==> config.mk <==
export PLATFORM = sky130hd
export DESIGN_NAME = fkl_top
export DESIGN_NICKNAME = d
export VERILOG_FILES = /design/src/pkg/fkl_pkg.sv /design/src/verilog/fkl_keyscan.sv /design/src/verilog/fkl_retain.sv /design/src/verilog/fkl_top.sv
export SDC_FILE = /design/constraint.sdc
export NUM_CORES = 1
export LEC_CHECK = 0
export BUFFER_PORTS_ARGS = -buffer_cell sky130_fd_sc_hd__buf_2
export CORE_ASPECT_RATIO = 0.6
export CORE_MARGIN = 4
export CORE_UTILIZATION = 45
export CTS_BUF_LIST = sky130_fd_sc_hd__clkbuf_8
export DETAILED_ROUTE_END_ITERATION = 12
export GPL_ROUTABILITY_DRIVEN = 0
export SYNTH_ARGS = -nofsm -noshare
export SYNTH_HDL_FRONTEND = slang
export SYNTH_SLANG_ARGS = --single-unit
==> constraint.sdc <==
create_clock -name aclk -period 3.19 [get_ports aclk]
set_clock_uncertainty 0.2 [all_clocks]
set_input_delay 0.319 -clock aclk [delete_from_list [all_inputs] [get_ports aclk]]
set_output_delay 0.319 -clock aclk [all_outputs]
set_load 0.005 [all_outputs]
==> src/pkg/fkl_pkg.sv <==
// package: shared constants and types of the function key logic
package fkl_pkg;

	localparam int FKL_NKEYS   = 10;          // key channels
	localparam int FKL_CLK_HZ  = 40_000_000;  // aclk rate
	localparam int FKL_DEB_MS  = 200;         // least hold before a press
	localparam int FKL_MS_CYC  = FKL_CLK_HZ / 1000;        // cycles per ms
	localparam int FKL_DEB_CYC = FKL_DEB_MS * FKL_MS_CYC;  // hold in cycles
	localparam int FKL_PLEN_W  = 16;          // pulse length field, in ms

	// register byte offsets
	localparam logic [7:0] FKL_OFF_MODE   = 8'h00;  // key_mode_setting
	localparam logic [7:0] FKL_OFF_ENABLE = 8'h04;  // key_enable_setting
	localparam logic [7:0] FKL_OFF_PEN    = 8'h08;  // pulse timer enables
	localparam logic [7:0] FKL_OFF_PLEN   = 8'h0C;  // pulse length in ms
	localparam logic [7:0] FKL_OFF_LED    = 8'h10;  // indicator colours
	localparam logic [7:0] FKL_OFF_STATE  = 8'h14;  // key_state_word
	localparam logic [7:0] FKL_OFF_INFO   = 8'h18;  // retention status
	localparam logic [7:0] FKL_ADDR_MASK  = 8'hFC;  // word alignment

	// reset values
	localparam logic [FKL_NKEYS-1:0]   FKL_MODE_RST = 10'h000;
	localparam logic [2*FKL_NKEYS-1:0] FKL_ENA_RST  = 20'h55555;
	localparam logic [FKL_NKEYS-1:0]   FKL_PEN_RST  = 10'h000;
	localparam logic [FKL_PLEN_W-1:0]  FKL_PLEN_RST = 16'h0000;
	localparam logic [2*FKL_NKEYS-1:0] FKL_LED_RST  = 20'h55555;

	localparam logic [1:0] FKL_RESP_OKAY   = 2'h0;
	localparam logic [1:0] FKL_RESP_SLVERR = 2'h2;

	// per-key enable field, code 3 behaves as disabled
	typedef enum logic [1:0] {
		FKL_DIS  = 2'h0,
		FKL_ENA  = 2'h1,
		FKL_LOCK = 2'h2
	} fkl_en_t;

	// press recogniser states
	typedef enum logic [1:0] {
		FKL_SC_IDLE  = 2'h0,
		FKL_SC_TIME  = 2'h1,
		FKL_SC_HELD  = 2'h2,
		FKL_SC_BLOCK = 2'h3
	} fkl_scan_st_t;

	// recognised key events, one-hot
	typedef struct packed {
		logic [FKL_NKEYS-1:0] press;  // one-cycle pulse on recognition
		logic [FKL_NKEYS-1:0] held;   // level while recognised and held
	} fkl_key_evt_t;

endpackage

==> src/verilog/fkl_keyscan.sv <==
// module: de-glitching and single-key arbitration of the pushbuttons
`timescale 1ns/10ps
module fkl_keyscan #(
	parameter int DEB_CYC = fkl_pkg::FKL_DEB_CYC
) (
	input  logic                           aclk,
	input  logic                           aresetn,
	input  logic [fkl_pkg::FKL_NKEYS-1:0]  keys,
	output fkl_pkg::fkl_key_evt_t          evt
);
	import fkl_pkg::*;

	localparam int CW = $clog2(DEB_CYC + 1);

	// refuse hold counts the recogniser cannot serve
	if (DEB_CYC < 2) begin : g_chk
		$error("fkl_keyscan: DEB_CYC must be at least 2");
	end

	fkl_scan_st_t           st_q;    // recogniser state
	logic [FKL_NKEYS-1:0]   sel_q;   // key being timed
	logic [CW-1:0]          cnt_q;   // hold counter
	fkl_key_evt_t           evt_q;   // registered events
	logic                   one_hot; // exactly one key down
	logic                   none;    // no key down

	assign none    = (keys == '0);
	assign one_hot = !none && ((keys & (keys - 1'b1)) == '0);
	assign evt     = evt_q;

	// state, counter and events
	always_ff @(posedge aclk) begin
		if (!aresetn) begin
			st_q  <= FKL_SC_IDLE;
			sel_q <= '0;
			cnt_q <= '0;
			evt_q <= '0;
		end else begin
			evt_q.press <= '0;
			case (st_q)
				FKL_SC_IDLE: begin
					cnt_q <= '0;
					// start timing a lone key, shut out a chord
					if (one_hot) begin
						sel_q <= keys;
						st_q  <= FKL_SC_TIME;
					end else if (!none) begin
						st_q <= FKL_SC_BLOCK; // RQ16
					end
				end
				FKL_SC_TIME: begin
					// any change aborts the glitchy press
					if (keys != sel_q) begin
						st_q <= none ? FKL_SC_IDLE : FKL_SC_BLOCK; // RQ12
					end else if (cnt_q == CW'(DEB_CYC - 2)) begin
						evt_q.press <= sel_q; // RQ13
						evt_q.held  <= sel_q;
						st_q        <= FKL_SC_HELD;
					end else begin
						cnt_q <= cnt_q + 1'b1;
					end
				end
				FKL_SC_HELD: begin
					// other keys ignored while this one stays down
					if ((keys & sel_q) == '0) begin
						evt_q.held <= '0;
						st_q <= none ? FKL_SC_IDLE : FKL_SC_BLOCK; // RQ16
					end
				end
				FKL_SC_BLOCK: begin
					// wait for every key to be released
					if (none) begin
						st_q <= FKL_SC_IDLE; // RQ16
					end
				end
				default: begin
					st_q <= FKL_SC_IDLE;
				end
			endcase
		end
	end

	// checking helpers: consecutive samples of an unchanged lone key
	logic [FKL_NKEYS-1:0]   prev_q;
	logic [CW-1:0]          run_q;
	always_ff @(posedge aclk) begin
		if (!aresetn) begin
			prev_q <= '0;
			run_q  <= '0;
		end else begin
			prev_q <= keys;
			if (!one_hot) begin
				run_q <= '0;
			end else if (keys != prev_q) begin
				run_q <= CW'(1);
			end else if (run_q != CW'(DEB_CYC)) begin
				run_q <= run_q + 1'b1;
			end
		end
	end
endmodule

==> src/verilog/fkl_retain.sv <==
// module: retained key state, restored or cleared after power-up
`timescale 1ns/10ps
module fkl_retain #(
	parameter int W = fkl_pkg::FKL_NKEYS
) (
	input  logic          aclk,
	input  logic          aresetn,
	input  logic          batt_ok,
	input  logic [W-1:0]  ret_in,
	input  logic [W-1:0]  state_in,
	output logic [W-1:0]  ret_out,
	output logic          ret_we,
	output logic          restore,
	output logic [W-1:0]  restore_data,
	output logic          batt_good
);
	import fkl_pkg::*;

	if (W < 1) begin : g_chk
		$error("fkl_retain: W must be at least 1");
	end

	logic           done_q;    // power-up sample taken
	logic           rest_q;    // restore pulse
	logic [W-1:0]   rdat_q;    // restored or cleared states
	logic           good_q;    // battery was valid at power-up
	logic [W-1:0]   out_q;     // copy towards backed store
	logic           we_q;      // store write enable

	assign ret_out      = out_q;
	assign ret_we       = we_q;
	assign restore      = rest_q;
	assign restore_data = rdat_q;
	assign batt_good    = good_q;

	// one sample of battery and store right after reset release
	always_ff @(posedge aclk) begin
		if (!aresetn) begin
			done_q <= 1'b0;
			rest_q <= 1'b0;
			rdat_q <= '0;
			good_q <= 1'b0;
		end else if (!done_q) begin
			done_q <= 1'b1;
			rest_q <= 1'b1;
			good_q <= batt_ok;                  // RQ17
			rdat_q <= batt_ok ? ret_in : '0;    // RQ10 RQ11
		end else begin
			rest_q <= 1'b0;
		end
	end

	// mirror live states into the store once restore has landed
	always_ff @(posedge aclk) begin
		if (!aresetn) begin
			out_q <= '0;
			we_q  <= 1'b0;
		end else begin
			out_q <= state_in;                  // RQ10
			we_q  <= done_q && !rest_q;
		end
	end
endmodule

==> src/verilog/fkl_top.sv <==
// module: function key logic with its AXI4-Lite register file
//
// Behaviour
// RQ1: ten keys, states readable as 10-bit word
// RQ2: each key drives one scheme logic output
// RQ3: per-key mode: latching or momentary
// RQ4: latching: press sets, next press clears
// RQ5: momentary: output follows recognised press
// RQ6: disabled key never asserts its output
// RQ7: locked key ignores all further presses
// RQ8: locked latching key holds its set output
// RQ9: locked momentary key output forced off
// RQ10: key states retained and restored at power-up
// RQ11: flat or missing battery clears all outputs
// RQ12: only one key press accepted at once
// RQ13: press counts only after 200 ms hold
// RQ14: optional minimum pulse stretch per output
// RQ15: per-key tri-colour indicator shows activation
// RQ16: chorded keys ignored until all released
// RQ17: battery-valid input sampled at power-up
`timescale 1ns/10ps
module fkl_top #(
	parameter int DEB_CYC = fkl_pkg::FKL_DEB_CYC,
	parameter int MS_CYC  = fkl_pkg::FKL_MS_CYC
) (
	input  logic                            aclk,
	input  logic                            aresetn,
	input  logic [7:0]                      s_axi_awaddr,
	input  logic                            s_axi_awvalid,
	output logic                            s_axi_awready,
	input  logic [31:0]                     s_axi_wdata,
	input  logic [3:0]                      s_axi_wstrb,
	input  logic                            s_axi_wvalid,
	output logic                            s_axi_wready,
	output logic [1:0]                      s_axi_bresp,
	output logic                            s_axi_bvalid,
	input  logic                            s_axi_bready,
	input  logic [7:0]                      s_axi_araddr,
	input  logic                            s_axi_arvalid,
	output logic                            s_axi_arready,
	output logic [31:0]                     s_axi_rdata,
	output logic [1:0]                      s_axi_rresp,
	output logic                            s_axi_rvalid,
	input  logic                            s_axi_rready,
	input  logic [fkl_pkg::FKL_NKEYS-1:0]   key_press,
	input  logic                            batt_ok,
	input  logic [fkl_pkg::FKL_NKEYS-1:0]   ret_data_in,
	output logic [fkl_pkg::FKL_NKEYS-1:0]   ret_data_out,
	output logic                            ret_write,
	output logic [fkl_pkg::FKL_NKEYS-1:0]   scheme_logic_signal,
	output logic [fkl_pkg::FKL_NKEYS-1:0]   led_red,
	output logic [fkl_pkg::FKL_NKEYS-1:0]   led_green
);
	import fkl_pkg::*;

	localparam int MW = $clog2(MS_CYC + 1);  // ms divider width
	localparam int N  = FKL_NKEYS;

	// refuse a millisecond divider that cannot tick
	if (MS_CYC < 1) begin : g_chk
		$error("fkl_top: MS_CYC must be at least 1");
	end

	// software settings
	logic [N-1:0]            mode_q;   // key_mode_setting, 1 = latching
	logic [2*N-1:0]          ena_q;    // key_enable_setting, 2 bits a key
	logic [N-1:0]            pen_q;    // pulse stretch enables
	logic [FKL_PLEN_W-1:0]   plen_q;   // stretch length in ms
	logic [2*N-1:0]          led_q;    // colour: bit0 red, bit1 green

	// bus slave state
	logic                    awrdy_q;  // write address ready
	logic                    wrdy_q;   // write data ready
	logic                    aw_got_q; // address held
	logic                    w_got_q;  // data held
	logic [7:0]              waddr_q;  // held write address
	logic [31:0]             wdata_q;  // held write data
	logic [3:0]              wstrb_q;  // held byte strobes
	logic                    bvalid_q; // write answer
	logic [1:0]              bresp_q;
	logic                    arrdy_q;  // read address ready
	logic                    rvalid_q; // read answer
	logic [31:0]             rdata_q;
	logic [1:0]              rresp_q;
	logic                    wr_go;    // both halves of a write held
	logic [31:0]             wmask;    // byte-lane mask
	logic [7:0]              wa;       // aligned write address
	logic [7:0]              ra;       // aligned read address
	logic                    wr_hit;   // write address mapped
	logic [31:0]             rd_d;     // read mux
	logic                    rd_hit;   // read address mapped

	// key channel state
	fkl_key_evt_t            evt;      // recognised key events
	logic                    restore;  // power-up restore pulse
	logic [N-1:0]            rest_dat; // restored states
	logic                    batt_good;
	logic [N-1:0]            latch_q;  // latching state per key
	logic [N-1:0]            raw;      // unstretched output level
	logic [N-1:0]            raw_q;    // for rise detection
	logic [N-1:0]            out_q;    // key outputs
	logic [N-1:0]            red_q;
	logic [N-1:0]            green_q;
	logic [MW-1:0]           ms_cnt_q; // millisecond divider
	logic                    ms_tick_q;

	assign s_axi_awready       = awrdy_q;
	assign s_axi_wready        = wrdy_q;
	assign s_axi_bvalid        = bvalid_q;
	assign s_axi_bresp         = bresp_q;
	assign s_axi_arready       = arrdy_q;
	assign s_axi_rvalid        = rvalid_q;
	assign s_axi_rdata         = rdata_q;
	assign s_axi_rresp         = rresp_q;
	assign scheme_logic_signal = out_q;   // RQ2
	assign led_red             = red_q;
	assign led_green           = green_q;

	assign wr_go = aw_got_q && w_got_q && !bvalid_q;
	assign wa    = waddr_q & FKL_ADDR_MASK;
	assign ra    = s_axi_araddr & FKL_ADDR_MASK;
	assign wmask = {{8{wstrb_q[3]}}, {8{wstrb_q[2]}},
	                {8{wstrb_q[1]}}, {8{wstrb_q[0]}}};

	// write address and data taken in either order
	always_ff @(posedge aclk) begin
		if (!aresetn) begin
			awrdy_q  <= 1'b1;
			wrdy_q   <= 1'b1;
			aw_got_q <= 1'b0;
			w_got_q  <= 1'b0;
			waddr_q  <= 8'h00;
			wdata_q  <= 32'h0000_0000;
			wstrb_q  <= 4'h0;
		end else begin
			if (s_axi_awvalid && awrdy_q) begin
				waddr_q  <= s_axi_awaddr;
				aw_got_q <= 1'b1;
				awrdy_q  <= 1'b0;
			end
			if (s_axi_wvalid && wrdy_q) begin
				wdata_q <= s_axi_wdata;
				wstrb_q <= s_axi_wstrb;
				w_got_q <= 1'b1;
				wrdy_q  <= 1'b0;
			end
			// consume the pair, reopen after the answer is taken
			if (wr_go) begin
				aw_got_q <= 1'b0;
				w_got_q  <= 1'b0;
			end
			if (bvalid_q && s_axi_bready) begin
				awrdy_q <= 1'b1;
				wrdy_q  <= 1'b1;
			end
		end
	end

	// write decode, unknown words answer with an error
	always_comb begin
		case (wa)
			FKL_OFF_MODE, FKL_OFF_ENABLE, FKL_OFF_PEN,
			FKL_OFF_PLEN, FKL_OFF_LED, FKL_OFF_STATE,
			FKL_OFF_INFO: wr_hit = 1'b1;
			default:      wr_hit = 1'b0;
		endcase
	end

	// write answer
	always_ff @(posedge aclk) begin
		if (!aresetn) begin
			bvalid_q <= 1'b0;
			bresp_q  <= FKL_RESP_OKAY;
		end else if (wr_go) begin
			bvalid_q <= 1'b1;
			bresp_q  <= wr_hit ? FKL_RESP_OKAY : FKL_RESP_SLVERR;
		end else if (bvalid_q && s_axi_bready) begin
			bvalid_q <= 1'b0;
		end
	end

	// settings registers, byte lanes honoured
	always_ff @(posedge aclk) begin
		if (!aresetn) begin
			mode_q <= FKL_MODE_RST;
			ena_q  <= FKL_ENA_RST;
			pen_q  <= FKL_PEN_RST;
			plen_q <= FKL_PLEN_RST;
			led_q  <= FKL_LED_RST;
		end else if (wr_go) begin
			case (wa)
				FKL_OFF_MODE: begin // RQ3
					mode_q <= (mode_q & ~wmask[N-1:0])
					        | (wdata_q[N-1:0] & wmask[N-1:0]);
				end
				FKL_OFF_ENABLE: begin // RQ6
					ena_q <= (ena_q & ~wmask[2*N-1:0])
					       | (wdata_q[2*N-1:0] & wmask[2*N-1:0]);
				end
				FKL_OFF_PEN: begin // RQ14
					pen_q <= (pen_q & ~wmask[N-1:0])
					       | (wdata_q[N-1:0] & wmask[N-1:0]);
				end
				FKL_OFF_PLEN: begin
					plen_q <= (plen_q & ~wmask[FKL_PLEN_W-1:0])
					        | (wdata_q[FKL_PLEN_W-1:0]
					        & wmask[FKL_PLEN_W-1:0]);
				end
				FKL_OFF_LED: begin // RQ15
					led_q <= (led_q & ~wmask[2*N-1:0])
					       | (wdata_q[2*N-1:0] & wmask[2*N-1:0]);
				end
				default: begin
					// read-only or unmapped: nothing stored
				end
			endcase
		end
	end

	// read mux, unused upper bits read zero
	always_comb begin
		rd_hit = 1'b1;
		case (ra)
			FKL_OFF_MODE:   rd_d = 32'(mode_q);
			FKL_OFF_ENABLE: rd_d = 32'(ena_q);
			FKL_OFF_PEN:    rd_d = 32'(pen_q);
			FKL_OFF_PLEN:   rd_d = 32'(plen_q);
			FKL_OFF_LED:    rd_d = 32'(led_q);
			FKL_OFF_STATE:  rd_d = 32'(out_q);      // RQ1
			FKL_OFF_INFO:   rd_d = 32'(batt_good);
			default: begin
				rd_d   = 32'h0000_0000;
				rd_hit = 1'b0;
			end
		endcase
	end

	// read channel, answer one cycle after the address is taken
	always_ff @(posedge aclk) begin
		if (!aresetn) begin
			arrdy_q  <= 1'b1;
			rvalid_q <= 1'b0;
			rdata_q  <= 32'h0000_0000;
			rresp_q  <= FKL_RESP_OKAY;
		end else if (s_axi_arvalid && arrdy_q) begin
			arrdy_q  <= 1'b0;
			rvalid_q <= 1'b1;
			rdata_q  <= rd_d;
			rresp_q  <= rd_hit ? FKL_RESP_OKAY : FKL_RESP_SLVERR;
		end else if (rvalid_q && s_axi_rready) begin
			arrdy_q  <= 1'b1;
			rvalid_q <= 1'b0;
		end
	end

	// millisecond tick for pulse stretching
	always_ff @(posedge aclk) begin
		if (!aresetn) begin
			ms_cnt_q  <= '0;
			ms_tick_q <= 1'b0;
		end else if (ms_cnt_q == MW'(MS_CYC - 1)) begin
			ms_cnt_q  <= '0;
			ms_tick_q <= 1'b1;
		end else begin
			ms_cnt_q  <= ms_cnt_q + 1'b1;
			ms_tick_q <= 1'b0;
		end
	end

	// pushbutton recogniser
	fkl_keyscan #(
		.DEB_CYC (DEB_CYC)
	) u_scan (
		.aclk    (aclk),
		.aresetn (aresetn),
		.keys    (key_press),
		.evt     (evt)
	);

	// retained storage of the latching states
	fkl_retain #(
		.W            (N)
	) u_retain (
		.aclk         (aclk),
		.aresetn      (aresetn),
		.batt_ok      (batt_ok),
		.ret_in       (ret_data_in),
		.state_in     (latch_q),
		.ret_out      (ret_data_out),
		.ret_we       (ret_write),
		.restore      (restore),
		.restore_data (rest_dat),
		.batt_good    (batt_good)
	);

	// one channel per key
	for (genvar k = 0; k < N; k++) begin : g_key
		logic                    ena;   // key enabled
		logic                    lck;   // key locked
		logic                    keep;  // stretch allowed
		logic [FKL_PLEN_W-1:0]   pcnt_q; // stretch remaining, ms

		assign ena  = (ena_q[2*k+1:2*k] == FKL_ENA);
		assign lck  = (ena_q[2*k+1:2*k] == FKL_LOCK);
		assign keep = pen_q[k] && (ena || (lck && mode_q[k]));
		// latching shows its state, momentary the held level
		assign raw[k] = mode_q[k] ? (latch_q[k] && (ena || lck)) // RQ8
		                          : (ena && evt.held[k]);  // RQ5 RQ9

		// latching state
		always_ff @(posedge aclk) begin
			if (!aresetn) begin
				latch_q[k] <= 1'b0;
			end else if (restore) begin
				latch_q[k] <= rest_dat[k];          // RQ10 RQ11
			end else if (lck) begin
				latch_q[k] <= latch_q[k];           // RQ7
			end else if (!ena) begin
				latch_q[k] <= 1'b0;                 // RQ6
			end else if (evt.press[k] && mode_q[k]) begin
				latch_q[k] <= !latch_q[k];          // RQ4
			end
		end

		// minimum pulse stretch
		always_ff @(posedge aclk) begin
			if (!aresetn) begin
				pcnt_q <= '0;
			end else if (!keep) begin
				pcnt_q <= '0;
			end else if (raw[k] && !raw_q[k]) begin
				pcnt_q <= plen_q;                   // RQ14
			end else if (ms_tick_q && (pcnt_q != '0)) begin
				pcnt_q <= pcnt_q - 1'b1;
			end
		end

		// output and indicator
		always_ff @(posedge aclk) begin
			if (!aresetn) begin
				raw_q[k]   <= 1'b0;
				out_q[k]   <= 1'b0;
				red_q[k]   <= 1'b0;
				green_q[k] <= 1'b0;
			end else begin
				raw_q[k]   <= raw[k];
				out_q[k]   <= raw[k] || (keep && (pcnt_q != '0));
				red_q[k]   <= raw[k] && led_q[2*k];     // RQ15
				green_q[k] <= raw[k] && led_q[2*k+1];
			end
		end

	end
endmodule
==> summary.md <==
| Metric | Value |
|---|---|
| CTS tree | done |
| Fraction of registers with async set/reset | 0% |
| Reg2reg path depth | 6 |
| Crit path time final | a little under 3000 ps |
| Synth Area in Simple Gates | a little under a quarter |
| Buf/Inv on CP | 1 |
| DR pass1 iterations | 9 |
| CP peak stage delay | 750 ps |
| Dpl hpwl | 48,900 um |
| Post-synth top area cell | dfxtp_1 |
| Critical Path Source Type | flip-flop |
| Port bufs | 130 |
| Vias in the first global route | 18,400 |
| CTS max path bufs | 3 |
| Worst-Margin Slew | about 1200 ps |
| Lkg Pwr | between 9 and 10 nW |
| Post-synthesis adder-cell area fraction | approximately 2.6% |
| Number of H-tree levels | 3 |
| Core area | about 0.046 sq mm |
| CP top delay family | compound AO/OA/AOI/OAI gates |
| Hold path cells | 5 |
| Root Driver | clkbuf_8 |
| CTS clock-pin slew for the worst setup and hold paths | ~70 ps |
| Slew margin rel. | about a fifth |
| Hold Path Class | in2reg |
| GR Util All Layers | between 20 and 30% |
| Post-synthesis mux area share | about 2.3% |
| Cell area power density | approximately 450 mW/mm^2 |
| Num CTS Buffers | between 60 and 70 |
| CTS sink count | 440 |
| Critical path arrival | about 3200 ps |
| Post-synth EDFFs | 0 |
| Worst IR drop on VDD | ~230 uV |
| Final WL | between 60,000 and 70,000 um |
| IO Count | between 150 and 200 |
| R2R Setup Slk | between 300 and 400 ps |
| Antenna Cells | 0 |
| Synth area leaders | dfxtp_1, a21oi_1, o21ai_0, nand2_1, xnor2_1 |
| DR vias/cell | a little under 6 |
| Synth top area share | between 40% and 50% |
| Share of cells above drive strength 1 | between 10% and 20% |
| Inst Count DP | around 3,200 |
| Unrepaired setup endpoints after global routing | no |
| Pin count of the biggest net entering global routing | 55 |
| Core Rows | approximately 60 |
| Final antenna-violating net count | 0 |
| M1 GR Usage | around 40% |
| Setup WS pre-CTS | between 300 and 400 ps |
| Placed inst area | approximately 0.022 sq mm |
| Fin Setup TNS | 0 ps |
| Cell area after layout | about 0.024 sq mm |
| Synth Cell Area | around 0.021 sq mm |
| Met2 usage | between 30% and 40% |
| PostCTS Resize Cnt | 0 |
| Post-CTS Setup Inserts | 0 |
| Fin cells | ~3,400 |
| DR WL/cell | a little over 20 um |
| Initial core utilization | a little under half |
| Yosys warnings | 0 |
| Total grt overflow | 0 |
| Required time worst endpoint | roughly 3500 ps |
| Die area | 0.0505 sq mm |
| Register area share after synthesis | a little over two fifths |
| Initial antenna violation count | 4 |
| First-pass GRT wire length | 107,000 um |
| Die height | between 150 and 200 um |
| Yosys reg bits | between 400 and 500 |
| Crit Path Max Fanout | 31 |
| Worst setup slack after layout | between 300 and 400 ps |
| Post-synthesis compound-gate area fraction | 20.6% |
| # DRC | 0 |
| Fmax | between 0.3 and 0.4 GHz |
| Period utilisation layout | between 90% and 100% |
| Crit path kind | reg2reg |
| Average size of a mapped cell | between 8 and 9 sq um |
| Number of cells on the critical path | 6 |
| Nets | approximately 2,800 |
| Post-synthesis xor/xnor area fraction | around 4.9% |
| CP Cell Sequence | inv_1 -> ha_1 -> o22ai_1 -> nand2b_1 -> o21ai_0 -> a21oi_1 |
| Area grow syn2layout | 16.1% |
| Slowest CP cell | nand2b_1 |
| Clk Latency, worst-skew pair | approximately 630 ps |
| Status | finished clean |
| GR Layer Usage met3 | 6.95% |
| CP endpoint kind | flip-flop |
| Setup Viol. Count Final | 0 |
| Max-cap violations | 0 |
| Die W | around 290 um |
| Via count | around 20,000 |
| Synth Flop Type | dfxtp_1 |
| Max-slew violation count | 0 |
| Main combinational cell family by area after synthesis | simple AND/OR/NAND/NOR gates |
| First-iteration detailed-routing DRC count | 2,177 |
| Syn Inst Count | around 2,500 |
| Number of distinct library cells after synthesis | 87 |
| Gr busiest metal | met1 |
| Fin. Hold Viols | 0 |
[cell usage after synthesis, drive strengths merged, types with 34 or more instances]
cell type / instances
o21ai: 215
clkbuf: 142
mux2i: 43
nor4: 45
nand4: 41
xnor2: 87
nor2: 142
and2: 46
nand3: 126
a31oi: 34
nor3: 53
a22oi: 42
and3: 34
dfxtp: 440
a21oi: 273
ha: 43
nand2: 242
inv: 60
[path summary, 6_finish.rpt]
path,from,endpoint
setup / recovery,flip-flop,g_key[1].pcnt_q[9]
hold / removal,batt_ok,u_retain.batt_good
setup reg to reg,flip-flop,g_key[1].pcnt_q[9]
hold reg to reg,s_axi_rdata[8],s_axi_rdata[8]
[repair_timing]
action	CTS	global route
hold endpoints to repair	64	0
setup endpoints to repair	0	0
hold buffers	68	0
[power breakdown]
group,internal [mW],total (mW),leakage (nW),switching (mW)
clock,2.54,4.85,0.772,2.31
combinational,0.217,0.543,4.68,0.325
sequential,5.55,5.64,3.55,0.0945
total,8.31,11.0,9.00,2.73
[placed cells by master (no fill, tap or decap), drive strengths merged, types with 14 or more instances in the layout]
cell         netlist  layout
conb               1      14
ha                43      43
nand4             41      41
a31oi             34      34
nor3              53      53
mux2i             43      43
and3              34      34
o211ai            18      18
or2               23      23
nand3            126     126
nand2            242     242
buf               32     205
nor2             142     142
xnor2             87      87
dlygate4sd3        0      68
o21ai            215     215
or4               27      27
a21oi            273     273
dfxtp            440     440
nand2b            23      23
nor4              45      45
nand4b            14      14
and2              46      46
a21o              20      20
xor2              32      32
inv               60      79
or3               31      31
clkbuf           142      91
a211oi            27      27
a22oi             42      42
[routing by layer]
layer,part of all wire (%),vias up,wire (um)
li1,-,9524,-
met3,11,112,7400
met2,40,873,27500
met1,48,9443,33000
met4,2.1,2,1430
met5,0.017,-,12
[per-stage QoR]
step           hold WS, ps  total power, mW  util (%)
2_1_floorplan          147             6.03         -
3_5_place_dp           244             6.22      48.4
5_1_grt               84.1             11.4      52.9
3_3_place_gp           240             6.21      48.4
6_report              67.6             11.0      52.9
4_1_cts               22.2             11.1      52.9
[cell families (layout without fill, tap and decap cells)]
| kind of cell | Yosys count | after routing |
|---|---|---|
| compound gates | 730 | 730 |
| xor+xnor | 119 | 119 |
| fa+ha+maj | 44 | 44 |
| buf+inv | 235 | 453 |
| flops | 440 | 440 |
| mux | 46 | 46 |
| other cells | 1 | 14 |
| simple gates | 922 | 922 |
[cell type report]
cell class                 instances  area, sq um
clock buffer                      91         1250
clock inverter                    28          129
fill                            4395        21800
inverter                          61          231
multi-input combinational       1875        11400
sequential                       440         8810
tap                              630          788
timing repair buffer             273         1900
[tightest hold or removal path, cell delays in order]
cell and delay (ps):
buf_2 70, nor2b_1 110, buf_4 220, a21oi_1 60
nor2_1 70
Power figures use the tool's default switching activity.
